<file path="src/design/mgmt_pkg.sv">
// constants, register map and types for the management pass-through block
package mgmt_pkg;
  localparam int APB_AW = 16;
  localparam int COUNT_W = 12;
  localparam int NUM_FILTERS = 4;

  localparam logic [APB_AW-1:0] MGMT_CTRL_ADDR = 16'h5820;
  localparam logic [APB_AW-1:0] FRAG_CFG_ADDR = 16'h5824;
  localparam logic [APB_AW-1:0] POOL_STAT_ADDR = 16'h5828;

  // management_control fields
  localparam int FILTER_LSB = 0;
  localparam int CSUM_FILTER_BIT = 4;
  localparam int RMCP_HOST_BLOCK_BIT = 5;
  localparam int RX_TO_CTL_BIT = 17;
  localparam int M2H_BIT = 21;
  localparam logic [31:0] MGMT_CTRL_RESET = 32'h0000_0000;
  localparam logic [31:0] MGMT_CTRL_WMASK = 32'h0022_003F;

  // pool status fields
  localparam int FREE_LSB = 0;
  localparam int TOTAL_LSB = 16;
  localparam int INIT_BUSY_BIT = 28;
  localparam int BACKLOG_BIT = 29;

  localparam logic [7:0] FRAG_DEFAULT = 8'h20;
  localparam logic [7:0] FRAG_MIN = 8'h01;
  localparam logic [7:0] FRAG_MAX = 8'hF0;
  localparam logic [COUNT_W-1:0] POOL_BYTES = 12'hC00;
  localparam logic [15:0] RMCP_PORT = 16'h026F;

  typedef enum logic [1:0] {
    REG_NONE = 2'b00,
    REG_CTRL = 2'b01,
    REG_FRAG = 2'b10,
    REG_STAT = 2'b11
  } reg_sel_e;

  typedef enum logic [0:0] {
    ST_INIT = 1'b0,
    ST_RUN = 1'b1
  } pool_state_e;
endpackage : mgmt_pkg

</file>
<file path="src/design/mgmt_passthrough.sv">
// management pass-through: receive filtering, host copy, fragment pool and APB registers
// How it works
// - nothing reaches the management controller unless rx_to_controller_enable (bit 17) is set.
// - with mgmt_to_host_forward_enable (bit 21) set, filter-matched traffic is also copied to the host.
// - a filter only routes traffic once its own enable bit is set.
// - with the remote-management host block set, packets to UDP port 0x26F never reach the host.
// - transmit writes are refused while the receive buffer is full of unread data.
// - a transaction carries at most 240 bytes and no more than the fragment size (default 32).
// - at initialisation the 3 KB pool is split into pool size divided by fragment size buffers.
// - each fragment takes a whole buffer, and a transaction needing more than are free is refused.
// - with checksum filtering on, only packets with a valid checksum go to the controller.
`timescale 1ns/1ps
module mgmt_passthrough #(
  parameter int TAG_W = 16
) (
  // clock and reset
  input wire logic pclk,
  input wire logic presetn,
  // apb slave
  input wire logic [mgmt_pkg::APB_AW-1:0] paddr,
  input wire logic psel,
  input wire logic penable,
  input wire logic pwrite,
  input wire logic [31:0] pwdata,
  output logic [31:0] prdata,
  output logic pready,
  output logic pslverr,
  // received packet descriptors from the network side
  input wire logic rx_valid,
  output logic rx_ready,
  input wire logic [TAG_W-1:0] rx_tag,
  input wire logic [mgmt_pkg::NUM_FILTERS-1:0] rx_filter_hit,
  input wire logic rx_csum_ok,
  input wire logic [15:0] rx_udp_port,
  // toward the management controller
  output logic ctl_valid,
  input wire logic ctl_ready,
  output logic [TAG_W-1:0] ctl_tag,
  // toward the host
  output logic host_valid,
  output logic [TAG_W-1:0] host_tag,
  // sideband write transactions
  input wire logic txn_req,
  input wire logic [7:0] txn_bytes,
  input wire logic [mgmt_pkg::COUNT_W-1:0] txn_frags,
  output logic txn_ack,
  output logic txn_nack,
  // buffer release after a packet is consumed
  input wire logic frag_release,
  input wire logic [mgmt_pkg::COUNT_W-1:0] release_count
);
  import mgmt_pkg::*;

  function automatic reg_sel_e decode(input logic [APB_AW-1:0] addr);
    if (addr == MGMT_CTRL_ADDR) begin
      decode = REG_CTRL;
    end else if (addr == FRAG_CFG_ADDR) begin
      decode = REG_FRAG;
    end else if (addr == POOL_STAT_ADDR) begin
      decode = REG_STAT;
    end else begin
      decode = REG_NONE;
    end
  endfunction : decode

  logic [31:0] management_control;
  logic [7:0] frag_size;
  pool_state_e state;
  logic [COUNT_W-1:0] remain;
  logic [COUNT_W-1:0] total;
  logic [COUNT_W-1:0] free;
  logic [COUNT_W-1:0] next_free;
  logic reinit;
  logic apb_done;
  reg_sel_e sel;
  logic rx_take;
  logic to_ctl;
  logic rmcp_hit;
  logic to_host;
  logic take_ok;
  logic [COUNT_W:0] sum;

  assign sel = decode(paddr);
  assign apb_done = psel && penable && pready;

  // one wait state: pready rises in the second access cycle
  always_ff @(posedge pclk or negedge presetn) begin
    if (!presetn) begin
      pready <= 1'b0;
      pslverr <= 1'b0;
      prdata <= '0;
    end else if (psel && penable && !pready) begin
      pready <= 1'b1;
      pslverr <= (sel == REG_NONE);
      if (pwrite || sel == REG_NONE) begin
        prdata <= '0;
      end else if (sel == REG_CTRL) begin
        prdata <= management_control;
      end else if (sel == REG_FRAG) begin
        prdata <= {24'h00_0000, frag_size};
      end else begin
        prdata <= {2'b00, !rx_ready, (state == ST_INIT), total, 4'h0, free};
      end
    end else begin
      pready <= 1'b0;
      pslverr <= 1'b0;
    end
  end

  always_ff @(posedge pclk or negedge presetn) begin
    if (!presetn) begin
      management_control <= MGMT_CTRL_RESET;
    end else if (apb_done && pwrite && sel == REG_CTRL) begin
      management_control <= pwdata & MGMT_CTRL_WMASK;
    end
  end

  // out-of-range sizes are clamped so the pool split never divides by zero
  always_ff @(posedge pclk or negedge presetn) begin
    if (!presetn) begin
      frag_size <= FRAG_DEFAULT;
    end else if (apb_done && pwrite && sel == REG_FRAG) begin
      if (pwdata[7:0] < FRAG_MIN) begin
        frag_size <= FRAG_MIN;
      end else if (pwdata[31:8] != 24'h00_0000 || pwdata[7:0] > FRAG_MAX) begin
        frag_size <= FRAG_MAX;
      end else begin
        frag_size <= pwdata[7:0];
      end
    end
  end

  assign reinit = apb_done && pwrite && sel == REG_FRAG;

  // receive routing
  assign rx_take = rx_valid && rx_ready;
  assign to_ctl = management_control[RX_TO_CTL_BIT]
    && |(rx_filter_hit & management_control[FILTER_LSB +: NUM_FILTERS])
    && (!management_control[CSUM_FILTER_BIT] || rx_csum_ok);
  assign rmcp_hit = management_control[RMCP_HOST_BLOCK_BIT] && rx_udp_port == RMCP_PORT;
  assign to_host = (!to_ctl || management_control[M2H_BIT]) && !rmcp_hit;

  // a stalled controller back-pressures the whole receive stream
  two_entry_buffer #(
    .WIDTH(TAG_W)
  ) u_ctl_buf (
    .pclk(pclk),
    .presetn(presetn),
    .in_valid(rx_valid && to_ctl),
    .in_data(rx_tag),
    .in_ready(rx_ready),
    .out_valid(ctl_valid),
    .out_data(ctl_tag),
    .out_ready(ctl_ready)
  );

  always_ff @(posedge pclk or negedge presetn) begin
    if (!presetn) begin
      host_valid <= 1'b0;
      host_tag <= '0;
    end else begin
      host_valid <= rx_take && to_host;
      if (rx_take && to_host) begin
        host_tag <= rx_tag;
      end
    end
  end

  // transaction acceptance
  assign take_ok = state == ST_RUN
    && rx_ready
    && txn_bytes != 8'h00 && txn_bytes <= frag_size
    && txn_frags != '0 && txn_frags <= free;

  always_ff @(posedge pclk or negedge presetn) begin
    if (!presetn) begin
      txn_ack <= 1'b0;
      txn_nack <= 1'b0;
    end else begin
      txn_ack <= txn_req && take_ok;
      txn_nack <= txn_req && !take_ok;
    end
  end

  always_comb begin
    sum = {1'b0, free} + {1'b0, release_count};
    if (txn_req && take_ok) begin
      sum = sum - {1'b0, txn_frags};
    end
    if (sum > {1'b0, total}) begin
      next_free = total;
    end else begin
      next_free = sum[COUNT_W-1:0];
    end
  end

  // pool split by repeated subtraction; one buffer per step
  always_ff @(posedge pclk or negedge presetn) begin
    if (!presetn) begin
      state <= ST_INIT;
      remain <= POOL_BYTES;
      total <= '0;
      free <= '0;
    end else if (reinit) begin
      state <= ST_INIT;
      remain <= POOL_BYTES;
      total <= '0;
      free <= '0;
    end else begin
      case (state)
        ST_INIT: begin
          if (remain >= {4'h0, frag_size}) begin
            remain <= remain - {4'h0, frag_size};
            total <= total + 12'h001;
          end else begin
            state <= ST_RUN;
            free <= total;
          end
        end
        ST_RUN: begin
          if (frag_release) begin
            free <= next_free;
          end else if (txn_req && take_ok) begin
            free <= free - txn_frags;
          end
        end
        default: begin
          state <= ST_INIT;
        end
      endcase
    end
  end
endmodule : mgmt_passthrough

</file>
<file path="src/design/two_entry_buffer.sv">
// two-entry valid/ready buffer with registered outputs
`timescale 1ns/1ps
module two_entry_buffer #(
  parameter int WIDTH = 16
) (
  // clock and reset
  input wire logic pclk,
  input wire logic presetn,
  // fill side
  input wire logic in_valid,
  input wire logic [WIDTH-1:0] in_data,
  output logic in_ready,
  // drain side
  output logic out_valid,
  output logic [WIDTH-1:0] out_data,
  input wire logic out_ready
);
  logic tail_valid;
  logic [WIDTH-1:0] tail_data;
  logic push;
  logic pop;

  assign push = in_valid && in_ready;
  assign pop = out_valid && out_ready;

  // head register feeds the port directly, tail only absorbs a stall
  always_ff @(posedge pclk or negedge presetn) begin
    if (!presetn) begin
      out_valid <= 1'b0;
      out_data <= '0;
      tail_valid <= 1'b0;
      tail_data <= '0;
    end else if (!out_valid) begin
      out_valid <= push;
      if (push) begin
        out_data <= in_data;
      end
    end else if (pop) begin
      if (tail_valid) begin
        out_data <= tail_data;
        tail_valid <= push;
        if (push) begin
          tail_data <= in_data;
        end
      end else begin
        out_valid <= push;
        if (push) begin
          out_data <= in_data;
        end
      end
    end else if (push) begin
      tail_valid <= 1'b1;
      tail_data <= in_data;
    end
  end

  // ready is a flop: full only when the tail holds a word
  always_ff @(posedge pclk or negedge presetn) begin
    if (!presetn) begin
      in_ready <= 1'b1;
    end else if (!out_valid || pop) begin
      in_ready <= 1'b1;
    end else begin
      in_ready <= !(tail_valid || push);
    end
  end
endmodule : two_entry_buffer

</file>
<file path="config.mk">
export PLATFORM = sky130hd
export DESIGN_NAME = mgmt_passthrough
export DESIGN_NICKNAME = d
export VERILOG_FILES = /design/src/design/mgmt_pkg.sv /design/src/design/mgmt_passthrough.sv /design/src/design/two_entry_buffer.sv
export SDC_FILE = /design/constraint.sdc
export NUM_CORES = 1
export LEC_CHECK = 0
export ABC_CLOCK_PERIOD_IN_PS = 5800
export BUFFER_PORTS_ARGS = -buffer_cell sky130_fd_sc_hd__buf_2
export CAP_MARGIN = 20
export CORE_UTILIZATION = 27
export DETAILED_ROUTE_END_ITERATION = 12
export PLACE_DENSITY = 0.58
export SYNTH_ARGS = -nofsm -noshare
export SYNTH_HDL_FRONTEND = slang
export SYNTH_SLANG_ARGS = --single-unit
</file>
<file path="constraint.sdc">
create_clock -name pclk -period 5.8 [get_ports pclk]
set_clock_uncertainty 0.1 [all_clocks]
set_input_delay 1.16 -clock pclk [delete_from_list [all_inputs] [get_ports pclk]]
set_output_delay 1.16 -clock pclk [all_outputs]
set_load 0.01 [all_outputs]
</file>
==> flow_summary_export.csv, run 1 <==
group,metric,value,unit
power,leakagePower,5.28,nW
route,wire_per_inst,17.4,um
setup_path,critPathArrivalTime,5.74,ns
setup_path,slowest_delay,0.53,ns
cts,ctsLongestPathBuffers,2,
timing,fmax,181,MHz
grt,antenna_found_initial,0,
yosys,async_flop_share,100,%
yosys,synthMuxAreaShare,7.50,%
yosys,ys_ff_latch,135,
route,post-route-drc-count,0,
yosys,synth_area_leaders,"dfrtp_1 37%, ha_1 9.3%, mux2_2 5.5%, nand2_1 4.8%, o21ai_0 3.6%",
setup_path,path_delay_family,"compound AO/OA/AOI/OAI gates",
setup_path,crit_required,6.00,ns
timing,min_period,5.54,ns
timing,timing.setup.tns,0,ns
timing,tightest_slew,0.915,ns
floorplan,coreArea,0.0317,sq mm
yosys,synth_largest_area_cell,"dfrtp_1",
final_layout,syn2layout_area_growth,24.7,%
final_layout,final_core_util,34.5,%
placement,dpl.hpwl,20.9,mm
route,drt-initial-drc-count,422,
yosys,synthCells,935,
final_layout,stdcell_count,1560,
yosys,yosysMostFrequentCell,"dfrtp_1",
power,finalPower,4.63,mW
cts,root_buffer,"clkbuf_16",
power,sequentialPowerShare,23.9,%
power,switching_share,39.4,%
grt,grt_max_degree,97,
route,ant_nets,0,
timing,slew-limit-headroom,39.0,%
yosys,synth_top_family_by_area,"compound AO/OA/AOI/OAI gates",
power,power.density,423,mW/mm^2
yosys,synth_top_area_share,37.4,%
timing,finalSetupViolCount,0,
setup_path,cp_num_buf_inv,3,
setup_path,cpMaxStageDelayCell,"a2111oi_1",
cts,cts_buffers,17,
timing,fin_crit_sh,95.5,%
final_layout,nNetsFinal,1340,
floorplan,start_util,27.6,%
run_status,status,"complete, no violations",
floorplan,rows,65,
placement,port_buffers,190,
setup_path,startpoint_type,"input port",
timing,slew_violations,0,
flow_run,cap_violations,0,
final_layout,antenna_cells,0,
power,ir_drop,183,uV
setup_path,cp_common_cell,"ha_1",
setup_path,cp_max_fo,6,
placement,placed_cells,1526,
cts,clkLatencyLatePin,0.42,ns
setup_path,critPathKind,"input port to flip-flop",
route,first_pass_iters,5,
route,wl,27.1,mm
placement,globalplace.congestion,0.925,
floorplan,die_h,182,um
floorplan,die_x,182,um
yosys,yosys.area_share.simple,15.9,%
timing,fin_ws,0.262,ns
hold_path,hp-class,"flip-flop to flip-flop",
cts,clk_pin_slew,0.06,ns
placement,post-place-ws,-0.126,ns
power,pwr-share-comb,52.2,%
power,p_clk_share,23.9,%
setup_path,critPathCaptureType,"flip-flop",
cts,cts_hold_buffers,0,
route,dr_total_vias,7933,
yosys,synthAdderAreaFrac,10.2,%
yosys,synth_edf_count,0,
yosys,seq_area_frac_synth,38.6,%
floorplan,io-pin-count,197,
cts,clock-sinks,135,
cts,h-tree-depth,4,
timing,hold_viol,0,
yosys,synthXorXnorAreaFrac,4.19,%
cts,cts_tree,"yes",
yosys,synthTopCellsByCount,"131 x dfrtp_1, 113 x nand2_1, 65 x ha_1",
grt,grtUsageTotal,16.6,%
grt,grt_pass1_wl,42.9,mm
route,vias_per_cell,5.09,
grt,grt_overflow,0,
floorplan,dieArea,0.0332,sq mm
yosys,synth.distinct_cells,72,
final_layout,final_layout_size_suffix_gt1_share,28.2,%
yosys,ys.flop_type,"dfrtp_1",
yosys,synth.avg_cell_area,9.38,sq um
yosys,synth_compound_area_share,18.8,%
yosys,synth_area,0.00877,sq mm
power,p_int,2.80,mW
power,power.switching,1.83,mW
yosys,yosys_warnings,0,
grt,grt_pass1_vias,7912,
[registers in the layout, indices dropped and copies added, names as in the netlist, 8 cells and up]
| register | cells |
|---|---|
| prdata | 26 |
| host_tag | 16 |
| u_ctl_buf.out_data | 16 |
| u_ctl_buf.tail_data | 16 |
| free | 12 |
| remain | 12 |
| total | 12 |
| frag_size | 8 |
| management_control | 8 |
[kinds of logic (layout without fill, tap and decap cells)]
group | count (synthesis) | count (layout)
buffers and inverters | 95 | 313
flip-flops | 135 | 135
other | 1 | 6
adder cells (fa/ha/maj) | 69 | 69
XOR/XNOR | 42 | 42
AND/OR/NAND/NOR | 290 | 290
AO/OA/AOI/OAI | 243 | 243
multiplexers | 60 | 60
[layer usage]
metal	up-vias	routed length (um)	track usage [%]
met1	3802	12900	22.7
met3	24	1390	2.61
met2	281	12400	27.3
met5	-	0	0
li1	3826	-	-
met4	0	384	4.07
[worst reg2reg max path: cells and delay by family, from the launching register on]
| kind | cells | cell delay, ns |
|---|---|---|
| AO/OA/AOI/OAI | 12 | 2.12 |
| XOR/XNOR | 2 | 0.32 |
| AND/OR/NAND/NOR | 4 | 0.68 |
| buffers and inverters | 2 | 0.23 |
| adder cells (fa/ha/maj) | 4 | 1.21 |
| flip-flops | 1 | 0.48 |
[timing repair]
| action | CTS | global route |
|---|---|---|
| buffers inserted | 0 | 2 |
| resized for setup | 0 | 8 |
| endpoints found under the setup margin | 0 | 11 |
[per-stage QoR]
step	hold slack, ns	cell area [sq um]
2_1_floorplan	0.382	8790
3_3_place_gp	0.360	10300
3_5_place_dp	0.367	10300
4_1_cts	0.380	10900
5_1_grt	0.409	10900
6_report	0.378	10900
[layout by cell type (no fill, tap or decap), drive strengths merged, types with 19 or more instances in the layout]
cell type and count:
buf 227, clkbuf 19, nand2 113, ha 65, o21ai 72, a21oi 29
inv 59, mux2 43, nor2 61, xnor2 29, o22ai 23, dfrtp 131
[power by group through the flow]
stage,logic (mW),registers [mW],clock network [mW]
finish,2.42,1.11,1.11
global route,2.68,1.12,1.18
CTS,2.34,1.11,1.14
detailed placement,2.33,1.12,0
global placement,2.29,1.12,0
floorplan,1.67,1.08,0
[worst paths after layout]
path,slack (ns),start,end,cells past startpoint
setup / recovery,0.26,release_count[0],free[7],25
hold / removal,0.38,prdata[24],prdata[24],2
setup reg to reg,0.54,free[0],free[7],24
hold reg to reg,0.38,prdata[24],prdata[24],2
max in group asynchronous,3.74,presetn,u_ctl_buf.out_data[2],2
min in group asynchronous,0.73,presetn,prdata[21],1
[cell type report]
cell class              count  area [sq um]
fillers                  3312         20800
multi-input cells         710          5010
flip-flops and latches    135          3380
repair buffers            228          1240
well taps                 402           503
clock buffers              18           439
inverters                  53           199
clock inverters            14           161
Power figures use the tool's default switching activity.
==> inputs of run 2 (changes only) <==
CORE_ASPECT_RATIO = 0.6   (was unset)
==> run 2 against run 1 <==
Global-route usage up 0.42 points. First-iteration DRC count up 45%. Critical path depth unchanged. Setup slack better by 0.034 ns. Routed wire length up 3.8%. Non-clock buffer count down 1. Register-to-register slack better by 0.11 ns.
==> flow_summary_export.csv, run 2 (synthesis gave the netlist of run 1 again) <==
group,metric,value,unit
run_status,status,"complete, no violations",
floorplan,coreArea,0.0315,sq mm
final_layout,syn2layout_area_growth,25.1,%
setup_path,crit_required,6.01,ns
timing,slew_violations,0,
power,pwr-share-comb,52.3,%
route,post-route-drc-count,0,
cts,h-tree-depth,4,
placement,port_buffers,190,
timing,min_period,5.50,ns
floorplan,rows,50,
grt,grt_max_degree,93,
final_layout,stdcell_count,1575,
cts,cts_buffers,17,
placement,placed_cells,1540,
grt,grt_pass1_vias,7483,
route,dr_total_vias,7921,
power,sequentialPowerShare,23.6,%
cts,clock-sinks,135,
timing,tightest_slew,0.958,ns
setup_path,critPathArrivalTime,5.71,ns
final_layout,largest_register,"prdata",
cts,cts_hold_buffers,0,
power,switching_share,38.4,%
cts,cts_tree,"yes",
setup_path,critPathCaptureType,"flip-flop",
timing,slew-limit-headroom,36.0,%
floorplan,die_h,142,um
grt,antenna_found_initial,3,
power,power.switching,1.77,mW
final_layout,nNetsFinal,1339,
timing,finalSetupViolCount,0,
floorplan,start_util,27.8,%
route,wire_per_inst,17.9,um
flow_run,cap_violations,0,
route,vias_per_cell,5.03,
power,ir_drop,226,uV
setup_path,startpoint_type,"input port",
setup_path,cpMaxStageDelayCell,"a211oi_1",
timing,whs,0.374,ns
hold_path,hp-class,"flip-flop to flip-flop",
power,p_clk_share,24.1,%
setup_path,slowest_delay,0.34,ns
cts,ctsLongestPathBuffers,2,
route,first_pass_iters,5,
placement,globalplace.congestion,0.852,
grt,grt_pass1_wl,43.7,mm
final_layout,largest_register_ffs,26,
timing,hold_viol,0,
final_layout,layout_commonest_cell,"buf_2",
power,power.density,421,mW/mm^2
floorplan,io-pin-count,197,
cts,clkLatencyLatePin,0.42,ns
power,leakagePower,5.29,nW
hold_path,holdPathStages,2,
final_layout,final_layout_size_suffix_gt1_share,28.0,%
floorplan,dieArea,0.0332,sq mm
route,wl,28.2,mm
setup_path,cp_max_fo,4,
timing,fmax,182,MHz
route,drt-initial-drc-count,614,
grt,grt_overflow,0,
timing,fin_crit_sh,94.9,%
placement,place_area,0.0103,sq mm
final_layout,final_cell_mix,"189 x buf_2, 131 x dfrtp_1, 113 x nand2_1",
floorplan,die_x,235,um
placement,dpl.hpwl,22.2,mm
timing,timing.setup.tns,0,ns
final_layout,stdcell_area,0.0110,sq mm
setup_path,r2r_slack,0.65,ns
power,p_int,2.85,mW
setup_path,ff2ff_path_depth,24,
cts,clk_pin_slew,0.06,ns
grt,grtUsageTotal,17.0,%
setup_path,critPathKind,"input port to flip-flop",
cts,root_buffer,"clkbuf_16",
route,ant_nets,0,
run 2: repair_timing:
item,4_1_cts,5_1_grt
resized for setup,0,7
setup buffers,0,1
setup endpoints to repair,0,12
run 2: cell type report:
cell class,instances,area [sq um]
repair buffers,227,1250
flip-flops and latches,135,3380
diodes,2,5.00
inverters,53,199
clock inverters,9,123
clock buffers,23,478
well taps,416,520
multi-input cells,710,5010
fillers,3258,20600
run 2: metrics by stage:
step	utilization, %	setup slack (ns)	power [mW]
6_report	34.8	0.296	4.62
3_5_place_dp	32.8	-0.217	3.44
3_3_place_gp	32.8	-0.0216	3.42
5_1_grt	34.8	-0.00311	4.96
2_1_floorplan	-	0.261	2.75
4_1_cts	34.7	0.237	4.58
run 2: final timing paths:
| kind | endpoint | start |
|---|---|---|
| min in group asynchronous | host_tag[7] | presetn |
| min | prdata[23] | prdata[23] |
| max | free[11] | release_count[1] |
| max in group asynchronous | prdata[6] | presetn |
| max reg2reg | free[11] | free[1] |
| min reg2reg | prdata[23] | prdata[23] |
run 2: worst max-delay path: cells and delay by family:
kind | cells | cell delay, ns
XOR/XNOR | 2 | 0.23
adder cells (fa/ha/maj) | 3 | 0.91
AO/OA/AOI/OAI | 12 | 2.12
multiplexers | 1 | 0.30
buffers and inverters | 2 | 0.27
AND/OR/NAND/NOR | 5 | 0.72
run 2: layer usage:
| metal | track usage [%] | part of all wire (%) |
|---|---|---|
| met3 | 3.91 | 5.4 |
| met4 | 4.71 | 1.2 |
| met5 | 0 | 0.028 |
| met2 | 23.0 | 41 |
| met1 | 26.4 | 53 |
run 2: power by group through the flow:
stage | combinational (mW) | clock (mW) | sequential (mW)
6_report | 2.42 | 1.12 | 1.09
2_1_floorplan | 1.67 | 0 | 1.08
4_1_cts | 2.35 | 1.14 | 1.09
5_1_grt | 2.67 | 1.19 | 1.10
3_3_place_gp | 2.31 | 0 | 1.11
3_5_place_dp | 2.33 | 0 | 1.11
